**src/rtl/occ_pkg.sv**
```systemverilog
package occ_pkg;
  // Register word offsets (word addresses on the Avalon word bus)
  localparam logic [3:0] OCC_CTRL1_OFS = 4'h0;
  localparam logic [3:0] OCC_PRI1_OFS = 4'h1;
  localparam logic [3:0] OCC_SEC1_OFS = 4'h2;
  localparam logic [3:0] OCC_CTRL2_OFS = 4'h3;
  localparam logic [3:0] OCC_PRI2_OFS = 4'h4;
  localparam logic [3:0] OCC_SEC2_OFS = 4'h5;
  localparam logic [3:0] OCC_STAT_OFS = 4'h6;
  // Control register field positions
  localparam int OCC_MODE_LSB = 0;
  localparam int OCC_TSEL_BIT = 3;
  localparam int OCC_PIN_BIT = 15;
  // Reset values
  localparam logic [15:0] OCC_CTRL_RST = 16'h0000;
  localparam logic [15:0] OCC_CMP_RST = 16'h0000;
  // Compare mode field encodings
  localparam logic [2:0] OCC_M_OFF = 3'h0;
  localparam logic [2:0] OCC_M_LOW = 3'h1;
  localparam logic [2:0] OCC_M_HIGH = 3'h2;
  localparam logic [2:0] OCC_M_TOGGLE = 3'h3;
  localparam logic [2:0] OCC_M_SINGLE = 3'h4;
  localparam logic [2:0] OCC_M_CONT = 3'h5;
  // Pulse sequencer states
  typedef enum logic [2:0] {
    OCC_S_IDLE = 3'b001,
    OCC_S_WAIT_PRI = 3'b010,
    OCC_S_WAIT_SEC = 3'b100
  } occ_state_t;
endpackage : occ_pkg

```
**src/rtl/occ_top.sv**
```systemverilog
`timescale 1ns/100ps
// Notes on behaviour
// - Each channel picks one of two timers
// - Timer select is control bit 3
// - Select zero uses time base A
// - Modes 1,2,3: force low, high, toggle
// - Act when primary equals selected count
// - Timer wrap without match holds pin
// - Modes 4,5: single and continuous pulses
// - Primary first match, secondary second match
// - Rewriting mode 4 gives another pulse
// - Each channel has own control register
module occ_top import occ_pkg::*; (
  input wire logic clk,
  input wire logic rst,
  input wire logic ce,
  input wire logic [3:0] address,
  input wire logic read,
  input wire logic write,
  input wire logic [31:0] writedata,
  output logic [31:0] readdata,
  output logic waitrequest,
  input wire logic [15:0] time_base_a,
  input wire logic [15:0] time_base_b,
  output logic compare_output_pin_1,
  output logic compare_output_pin_2
);
  logic [15:0] channel_control_register [2];
  logic [15:0] primary_compare_value [2];
  logic [15:0] secondary_compare_value [2];
  logic [1:0] arm;
  logic [1:0] pin;
  occ_state_t state [2];
  logic [31:0] timers_sync;
  logic ack;
  logic [31:0] next_readdata;

  // Timer counts come from another block's pins; resync them
  occ_sync2 #(.WIDTH(32)) u_sync (
    .clk(clk),
    .rst(rst),
    .ce(ce),
    .async_in({time_base_b, time_base_a}),
    .sync_out(timers_sync)
  );

  // One wait state, then acknowledge; waitrequest is a flop so the bus never sees a glitch
  always_ff @(posedge clk or posedge rst) begin
    if (rst) begin
      waitrequest <= 1'b1;
    end else if (ce) begin
      waitrequest <= !((read || write) && waitrequest);
    end
  end
  // Acknowledge edge: the one at which waitrequest stands low
  assign ack = !waitrequest;

  for (genvar i = 0; i < 2; i++) begin : g_ch
    // own control and compare registers per channel
    always_ff @(posedge clk or posedge rst) begin
      if (rst) begin
        channel_control_register[i] <= OCC_CTRL_RST;
        primary_compare_value[i] <= OCC_CMP_RST;
        secondary_compare_value[i] <= OCC_CMP_RST;
        arm[i] <= 1'b0;
      end else if (ce) begin
        arm[i] <= 1'b0;
        // Writes land only at the edge where waitrequest is low
        if (write && ack) begin
          if (address == 4'(OCC_CTRL1_OFS + 4'(3 * i))) begin
            channel_control_register[i] <= {12'h000, writedata[3:0]};
            // writing single-pulse or continuous mode arms a pulse
            arm[i] <= (writedata[2:0] == OCC_M_SINGLE) || (writedata[2:0] == OCC_M_CONT);
          end
          if (address == 4'(OCC_PRI1_OFS + 4'(3 * i))) primary_compare_value[i] <= writedata[15:0];
          if (address == 4'(OCC_SEC1_OFS + 4'(3 * i))) secondary_compare_value[i] <= writedata[15:0];
        end
      end
    end

    occ_channel u_ch (
      .clk(clk),
      .rst(rst),
      .ce(ce),
      .ctrl(channel_control_register[i]),
      .arm(arm[i]),
      .primary_compare_value(primary_compare_value[i]),
      .secondary_compare_value(secondary_compare_value[i]),
      .time_base_a(timers_sync[15:0]),
      .time_base_b(timers_sync[31:16]),
      .pin(pin[i]),
      .state(state[i])
    );
  end

  // Read mux; control word also shows the live pin level
  always_comb begin
    next_readdata = 32'h0000_0000;
    unique case (address)
      OCC_CTRL1_OFS: next_readdata = {16'h0000, pin[0], channel_control_register[0][14:0]};
      OCC_PRI1_OFS: next_readdata = {16'h0000, primary_compare_value[0]};
      OCC_SEC1_OFS: next_readdata = {16'h0000, secondary_compare_value[0]};
      OCC_CTRL2_OFS: next_readdata = {16'h0000, pin[1], channel_control_register[1][14:0]};
      OCC_PRI2_OFS: next_readdata = {16'h0000, primary_compare_value[1]};
      OCC_SEC2_OFS: next_readdata = {16'h0000, secondary_compare_value[1]};
      OCC_STAT_OFS: next_readdata = {26'h0, state[1], state[0]};
      default: next_readdata = 32'h0000_0000;
    endcase
  end

  always_ff @(posedge clk or posedge rst) begin
    if (rst) begin
      readdata <= 32'h0000_0000;
    end else if (ce && read && !ack) begin
      readdata <= next_readdata;
    end
  end

  // Pins come straight from channel flops
  assign compare_output_pin_1 = pin[0];
  assign compare_output_pin_2 = pin[1];

  a_ctrl_write: assert property (@(posedge clk) disable iff (rst)
    ce && write && ack && address == OCC_CTRL1_OFS |=> channel_control_register[0][3:0] == $past(writedata[3:0]))
    else $error("control write lost");
  a_arm_pulse: assert property (@(posedge clk) disable iff (rst)
    ce && write && ack && address == OCC_CTRL1_OFS && writedata[2:0] == OCC_M_SINGLE |=> arm[0])
    else $error("arm missing");
  c_bus_read: cover property (@(posedge clk) read && !waitrequest);
endmodule : occ_top

```
**src/rtl/occ_sync2.sv**
```systemverilog
`timescale 1ns/100ps
// Two-stage synchroniser for a bus of asynchronous levels
module occ_sync2 import occ_pkg::*; #(
  parameter int WIDTH = 32
) (
  input wire logic clk,
  input wire logic rst,
  input wire logic ce,
  input wire logic [WIDTH-1:0] async_in,
  output logic [WIDTH-1:0] sync_out
);
  logic [WIDTH-1:0] meta;

  // First stage feeds only the second stage
  always_ff @(posedge clk or posedge rst) begin
    if (rst) begin
      meta <= '0;
      sync_out <= '0;
    end else if (ce) begin
      meta <= async_in;
      sync_out <= meta;
    end
  end
endmodule : occ_sync2

```
**src/rtl/occ_channel.sv**
```systemverilog
`timescale 1ns/100ps
// One compare channel: match detection and pin action
module occ_channel import occ_pkg::*; (
  input wire logic clk,
  input wire logic rst,
  input wire logic ce,
  input wire logic [15:0] ctrl,
  input wire logic arm,
  input wire logic [15:0] primary_compare_value,
  input wire logic [15:0] secondary_compare_value,
  input wire logic [15:0] time_base_a,
  input wire logic [15:0] time_base_b,
  output logic pin,
  output occ_state_t state
);
  logic [2:0] mode;
  logic [15:0] count;
  logic [15:0] last_count;
  logic advanced;
  logic hit_pri;
  logic hit_sec;

  assign mode = ctrl[OCC_MODE_LSB +: 3];
  // select bit picks timer; zero gives A
  assign count = ctrl[OCC_TSEL_BIT] ? time_base_b : time_base_a;
  // Only act when the count moved, so a stopped timer matches once
  assign advanced = (count != last_count);
  assign hit_pri = advanced && (count == primary_compare_value);
  assign hit_sec = advanced && (count == secondary_compare_value);

  // Track the previous count to detect movement
  always_ff @(posedge clk or posedge rst) begin
    if (rst) begin
      last_count <= OCC_CMP_RST;
    end else if (ce) begin
      last_count <= count;
    end
  end

  always_ff @(posedge clk or posedge rst) begin
    if (rst) begin
      state <= OCC_S_IDLE;
    end else if (ce) begin
      if (arm) begin
        // a mode write re-arms one more pulse
        state <= OCC_S_WAIT_PRI;
      end else if (mode != OCC_M_SINGLE && mode != OCC_M_CONT) begin
        state <= OCC_S_IDLE;
      end else begin
        unique case (state)
          OCC_S_IDLE: state <= OCC_S_IDLE;
          OCC_S_WAIT_PRI: if (hit_pri) state <= OCC_S_WAIT_SEC;
          OCC_S_WAIT_SEC: if (hit_sec) state <= (mode == OCC_M_CONT) ? OCC_S_WAIT_PRI : OCC_S_IDLE;
          default: state <= OCC_S_IDLE;
        endcase
      end
    end
  end

  // Pin action; an arm drives it low, otherwise no match means level is held
  always_ff @(posedge clk or posedge rst) begin
    if (rst) begin
      pin <= 1'b0;
    end else if (ce) begin
      if (arm) begin
        pin <= 1'b0;
      end else begin
        unique case (mode)
          OCC_M_LOW: if (hit_pri) pin <= 1'b0;
          OCC_M_HIGH: if (hit_pri) pin <= 1'b1;
          OCC_M_TOGGLE: if (hit_pri) pin <= ~pin;
          // dual modes; high on primary, low on secondary
          OCC_M_SINGLE, OCC_M_CONT: begin
            if (state == OCC_S_WAIT_PRI && hit_pri) pin <= 1'b1;
            else if (state == OCC_S_WAIT_SEC && hit_sec) pin <= 1'b0;
          end
          default: pin <= pin;
        endcase
      end
    end
  end

  // level holds without an arm, a primary match or a secondary match
  a_hold_no_match: assert property (@(posedge clk) disable iff (rst)
    ce && !arm && !hit_pri && !hit_sec |=> $stable(pin)) else $error("pin moved without match");
  a_high_action: assert property (@(posedge clk) disable iff (rst)
    ce && !arm && mode == OCC_M_HIGH && hit_pri |=> pin) else $error("force high failed");
  a_low_action: assert property (@(posedge clk) disable iff (rst)
    ce && !arm && mode == OCC_M_LOW && hit_pri |=> !pin) else $error("force low failed");
  a_toggle_action: assert property (@(posedge clk) disable iff (rst)
    ce && !arm && mode == OCC_M_TOGGLE && hit_pri |=> pin != $past(pin)) else $error("toggle failed");
  a_pulse_rise: assert property (@(posedge clk) disable iff (rst)
    ce && !arm && mode == OCC_M_SINGLE && state == OCC_S_WAIT_PRI && hit_pri |=> pin && state == OCC_S_WAIT_SEC)
    else $error("pulse start wrong");
  // single pulse ends idle and low
  a_single_end: assert property (@(posedge clk) disable iff (rst)
    ce && !arm && mode == OCC_M_SINGLE && state == OCC_S_WAIT_SEC && hit_sec |=> !pin && state == OCC_S_IDLE)
    else $error("single pulse end wrong");
  a_cont_loop: assert property (@(posedge clk) disable iff (rst)
    ce && !arm && mode == OCC_M_CONT && state == OCC_S_WAIT_SEC && hit_sec |=> state == OCC_S_WAIT_PRI)
    else $error("continuous loop broken");
  a_arm_start: assert property (@(posedge clk) disable iff (rst)
    ce && arm |=> state == OCC_S_WAIT_PRI && !pin) else $error("arm failed");
  // with select zero, base A reaching the primary value must act
  a_base_default: assert property (@(posedge clk) disable iff (rst)
    ce && !arm && !ctrl[OCC_TSEL_BIT] && mode == OCC_M_HIGH && advanced && time_base_a == primary_compare_value
    |=> pin) else $error("wrong time base");
  c_single: cover property (@(posedge clk) mode == OCC_M_SINGLE && state == OCC_S_WAIT_SEC ##[1:200] state == OCC_S_IDLE);
  c_cont: cover property (@(posedge clk) mode == OCC_M_CONT && hit_sec ##[1:200] hit_pri);
  c_toggle: cover property (@(posedge clk) mode == OCC_M_TOGGLE && hit_pri);
endmodule : occ_channel

```
**config.mk**
```make
export PLATFORM = sky130hd
export DESIGN_NAME = occ_top
export DESIGN_NICKNAME = d
export VERILOG_FILES = /design/src/rtl/occ_pkg.sv /design/src/rtl/occ_top.sv /design/src/rtl/occ_sync2.sv /design/src/rtl/occ_channel.sv
export SDC_FILE = /design/constraint.sdc
export NUM_CORES = 1
export LEC_CHECK = 0
export ABC_CLOCK_PERIOD_IN_PS = 5460
export BUFFER_PORTS_ARGS = -buffer_cell sky130_fd_sc_hd__buf_2
export CAP_MARGIN = 40
export CORE_MARGIN = 1.5
export CORE_UTILIZATION = 53
export CTS_CLUSTER_DIAMETER = 120
export DETAILED_ROUTE_END_ITERATION = 6
export GPL_TIMING_DRIVEN = 1
export PLACE_DENSITY = 0.8
export SKIP_LAST_GASP = 1
export SYNTH_ARGS = -nofsm -noshare
export SYNTH_HDL_FRONTEND = slang
export SYNTH_SLANG_ARGS = --single-unit
```
**constraint.sdc**
```tcl
create_clock -name clk -period 5.46 [get_ports clk]
set_input_delay 0.546 -clock clk [delete_from_list [all_inputs] [get_ports clk]]
set_output_delay 0.546 -clock clk [all_outputs]
set_load 0.02 [all_outputs]
```
==> metrics <==
worst hold path type input port to async pin; routed length per instance around 20 µm; Core Util, Final 60.69%; vias 6403; worst-path fanout max 13; most common cell in the netlist dfrtp_1; Post-Route WL 21850 µm; met2 GRT Util 37.05%; pwr/cell area 352.2 nW/µm²; initial drt markers approximately 520; Worst setup startpoint channel_control_register[3]$_DFFE_PP0P_; count of cell types in the netlist 50; htree depth 4; Synth top cells by count dfrtp_1, mux2_2, xnor2_1; largest net degree at the start of global routing 196; Die Y roughly 140 µm; DP Area 10390 µm²; xor and xnor area share after synthesis approximately 8.6%; Synth Area in Adders 0%; grt met1 use between 30% and 40%; Final Critical Period roughly 3.4 ns; complex-gate fraction of the synthesized area around 7.5%; Worst path max stage delay 0.61 ns; Hold-fix buffers, CTS 0; worst-case clock skew 0.01180 ns; Final Instance Area ~11000 µm²; I/O Pins about 110; total gr overflow 0; ys async rst share 100.0%; GRT met3 Usage 5.801%; Design Power 3.866 mW; drt via density between 5 and 6; routability cong. 0.8816; post-cts resize count 0; Post-synth EDFFs 0; mapped cell area 9826 µm²; cell taking the most area after synthesis dfrtp_1; # setup viols final 0; startpoint types flop; Core Area 18090 µm²; FF-to-FF Start channel_control_register[3]$_DFFE_PP0P_; max-cap viol count 0; CTS Buffer Depth 2; First-pass DRT Iterations 7; fmax 293.0 MHz; Cell Rows 49; clk root buf clkbuf_16; simple-gate portion of the synthesized area between 7 and 8%; initial antenna violation count 0; synth warn 0; WS Path Type flop to flop; top cell type's share of synthesized area 48.90%; Buf+Inv Stages, Crit Path 1; CTS sink cnt 195; Net count, final slightly above 900; RSZ-0062 raised after global routing no; Post-Syn Area per Cell 12.52 µm²; Layout area overhead 11.72%; R2R depth 9; Crit. End Element flop; Post-Syn Instances approximately 800; Peak supply drop 0.0002484 V; sequential-to-total area share from yosys stat 49.70%; ys flop type dfrtp_1; GRT Util Overall 23.77%; Antenna Violating Nets Remaining 0; Critical Path AT between 3 and 4 ns; status finished with violations; failing checks DRC; TritonCTS buffer count 17; FF-to-FF setup slack slightly above 2 ns; Tightest Pin Transition between 1 and 1.5 ns; DRC 14; Relative slew margins 15.03%; Crit-path slowest cell dfrtp_1; Post-Layout Cell Count 1098; die area 19370 µm²; Buffers on Ports 75; ANT cells 0; Worst EP required 5.79 ns; Skew-Pair Late Insertion Delay 0.44 ns; DP HPWL 15760 µm; Die W 139.2 µm; setup tns final 0 ns; vias in the first global route 6461; first-pass GRT wire length about 35000 µm; starting density of the core 54.33%; dominant cells by area after synthesis dfrtp_1, mux2_2, xnor2_1, mux2i_4, xor2_1; largest family of logic cells by synthesized area multiplexers; reg2reg end g_ch[1].u_ch.pin$_DFFE_PP0P_; mux share of post-synthesis cell area 23.28%; cells along the critical path buf_4, mux2i_2, xnor2_1, nor4_1, nand4_1, and4_1, a22oi_2, a211oi_2, mux2_4; postcts setup bufs 0; P_leak 4.709 nW; CTS tree done; number of instances in the placed design around 1.1k; Fin. Hold Viols 0; share of post-route cells with drive strength above 1 36.82%; Top Usage Layer GRT met2; Yosys reg bits 195; Top Family by Delay on Critical Path simple AND/OR/NAND/NOR gates; fin crit share 62.52%; max-slew violation count 0; clk slew on worst S/H paths 0.07 ns
-- stage by stage --
step	hold slack (ns)	worst slack, ns
global route	0.3128	1.855
CTS	0.3192	2.048
finish	0.2383	2.047
floorplan	0.4750	2.398
detailed placement	0.4654	2.134
global placement	0.4549	2.134
-- sequential cells by signal, summed over array words and instances (netlist names) --
name and cells:
g_ch.u_ch.last_count 32, primary_compare_value 32, secondary_compare_value 32, u_sync.meta 32, u_sync.sync_out 32, readdata 16, channel_control_register 8, g_ch.u_ch.state 6
arm 2, g_ch.u_ch.pin 2, waitrequest 1
-- cell families (layout without fill, tap and decap cells) --
family,after synthesis,after routing
buffers and inverters,62,131
muxes,184,184
AOI/OAI and AO/OA,109,109
DFF,195,195
xor gates and xnor gates,96,96
other,1,16
and+or+nand+nor,138,138
-- metal layers --
layer,wire length (µm),vias to the layer above
met4,832,0
met5,0,-
met3,1240,50
met2,10330,203
met1,9452,3227
li1,-,2923
-- how the worst max path moves through the flow --
| stage | end | slack (ns) | cells past startpoint |
|---|---|---|---|
| detailed placement | g_ch[1].u_ch.pin$_DFFE_PP0P_ | 2.13 | 9 |
| floorplan | arm[0]$_DFFE_PP0P_ | 2.40 | 1 |
| global placement | g_ch[1].u_ch.pin$_DFFE_PP0P_ | 2.13 | 9 |
| global route | g_ch[1].u_ch.pin$_DFFE_PP0P_ | 1.86 | 9 |
| finish | g_ch[1].u_ch.pin$_DFFE_PP0P_ | 2.05 | 9 |
| CTS | g_ch[1].u_ch.pin$_DFFE_PP0P_ | 2.05 | 9 |
-- final cells by class --
cell class,count,area (µm²)
Sequential cell,195,4883
Fill cell,1414,7109
Timing Repair Buffer,89,515.5
Clock inverter,14,145.1
Multi-Input combinational cell,543,4666
Tap cell,229,286.5
Inverter,10,41.29
Clock buffer,18,439.2
-- cell usage in the layout, fill, tap and decap left out, types with 5 or more instances in the layout --
cell type / n
nor4_1: 11
nand3_1: 5
nor2_1: 47
o21ai_0: 23
mux2i_2: 18
conb_1: 16
clkinv_4: 5
a22o_1: 12
nand4_1: 10
buf_4: 13
dfrtp_1: 192
buf_2: 74
nor3_1: 6
xnor2_1: 64
a221oi_1: 10
mux2i_1: 11
a22oi_1: 6
nor4_2: 8
xor2_1: 32
nand2_1: 29
inv_1: 9
a21oi_1: 38
mux2_2: 136
clkbuf_16: 17
mux2i_4: 13
-- power breakdown --
part	leakage, nW	switching (mW)	internal, mW
Combinational	1.99	0.413	0.389
Sequential	2.44	0.197	1.63
Clock	0.283	0.585	0.656
-- worst min-delay path, delay by kind of cell --
family	cells	cell delay, ns
buffers and inverters	3	0.65
No activity file was read; power rests on OpenSTA's default activity.
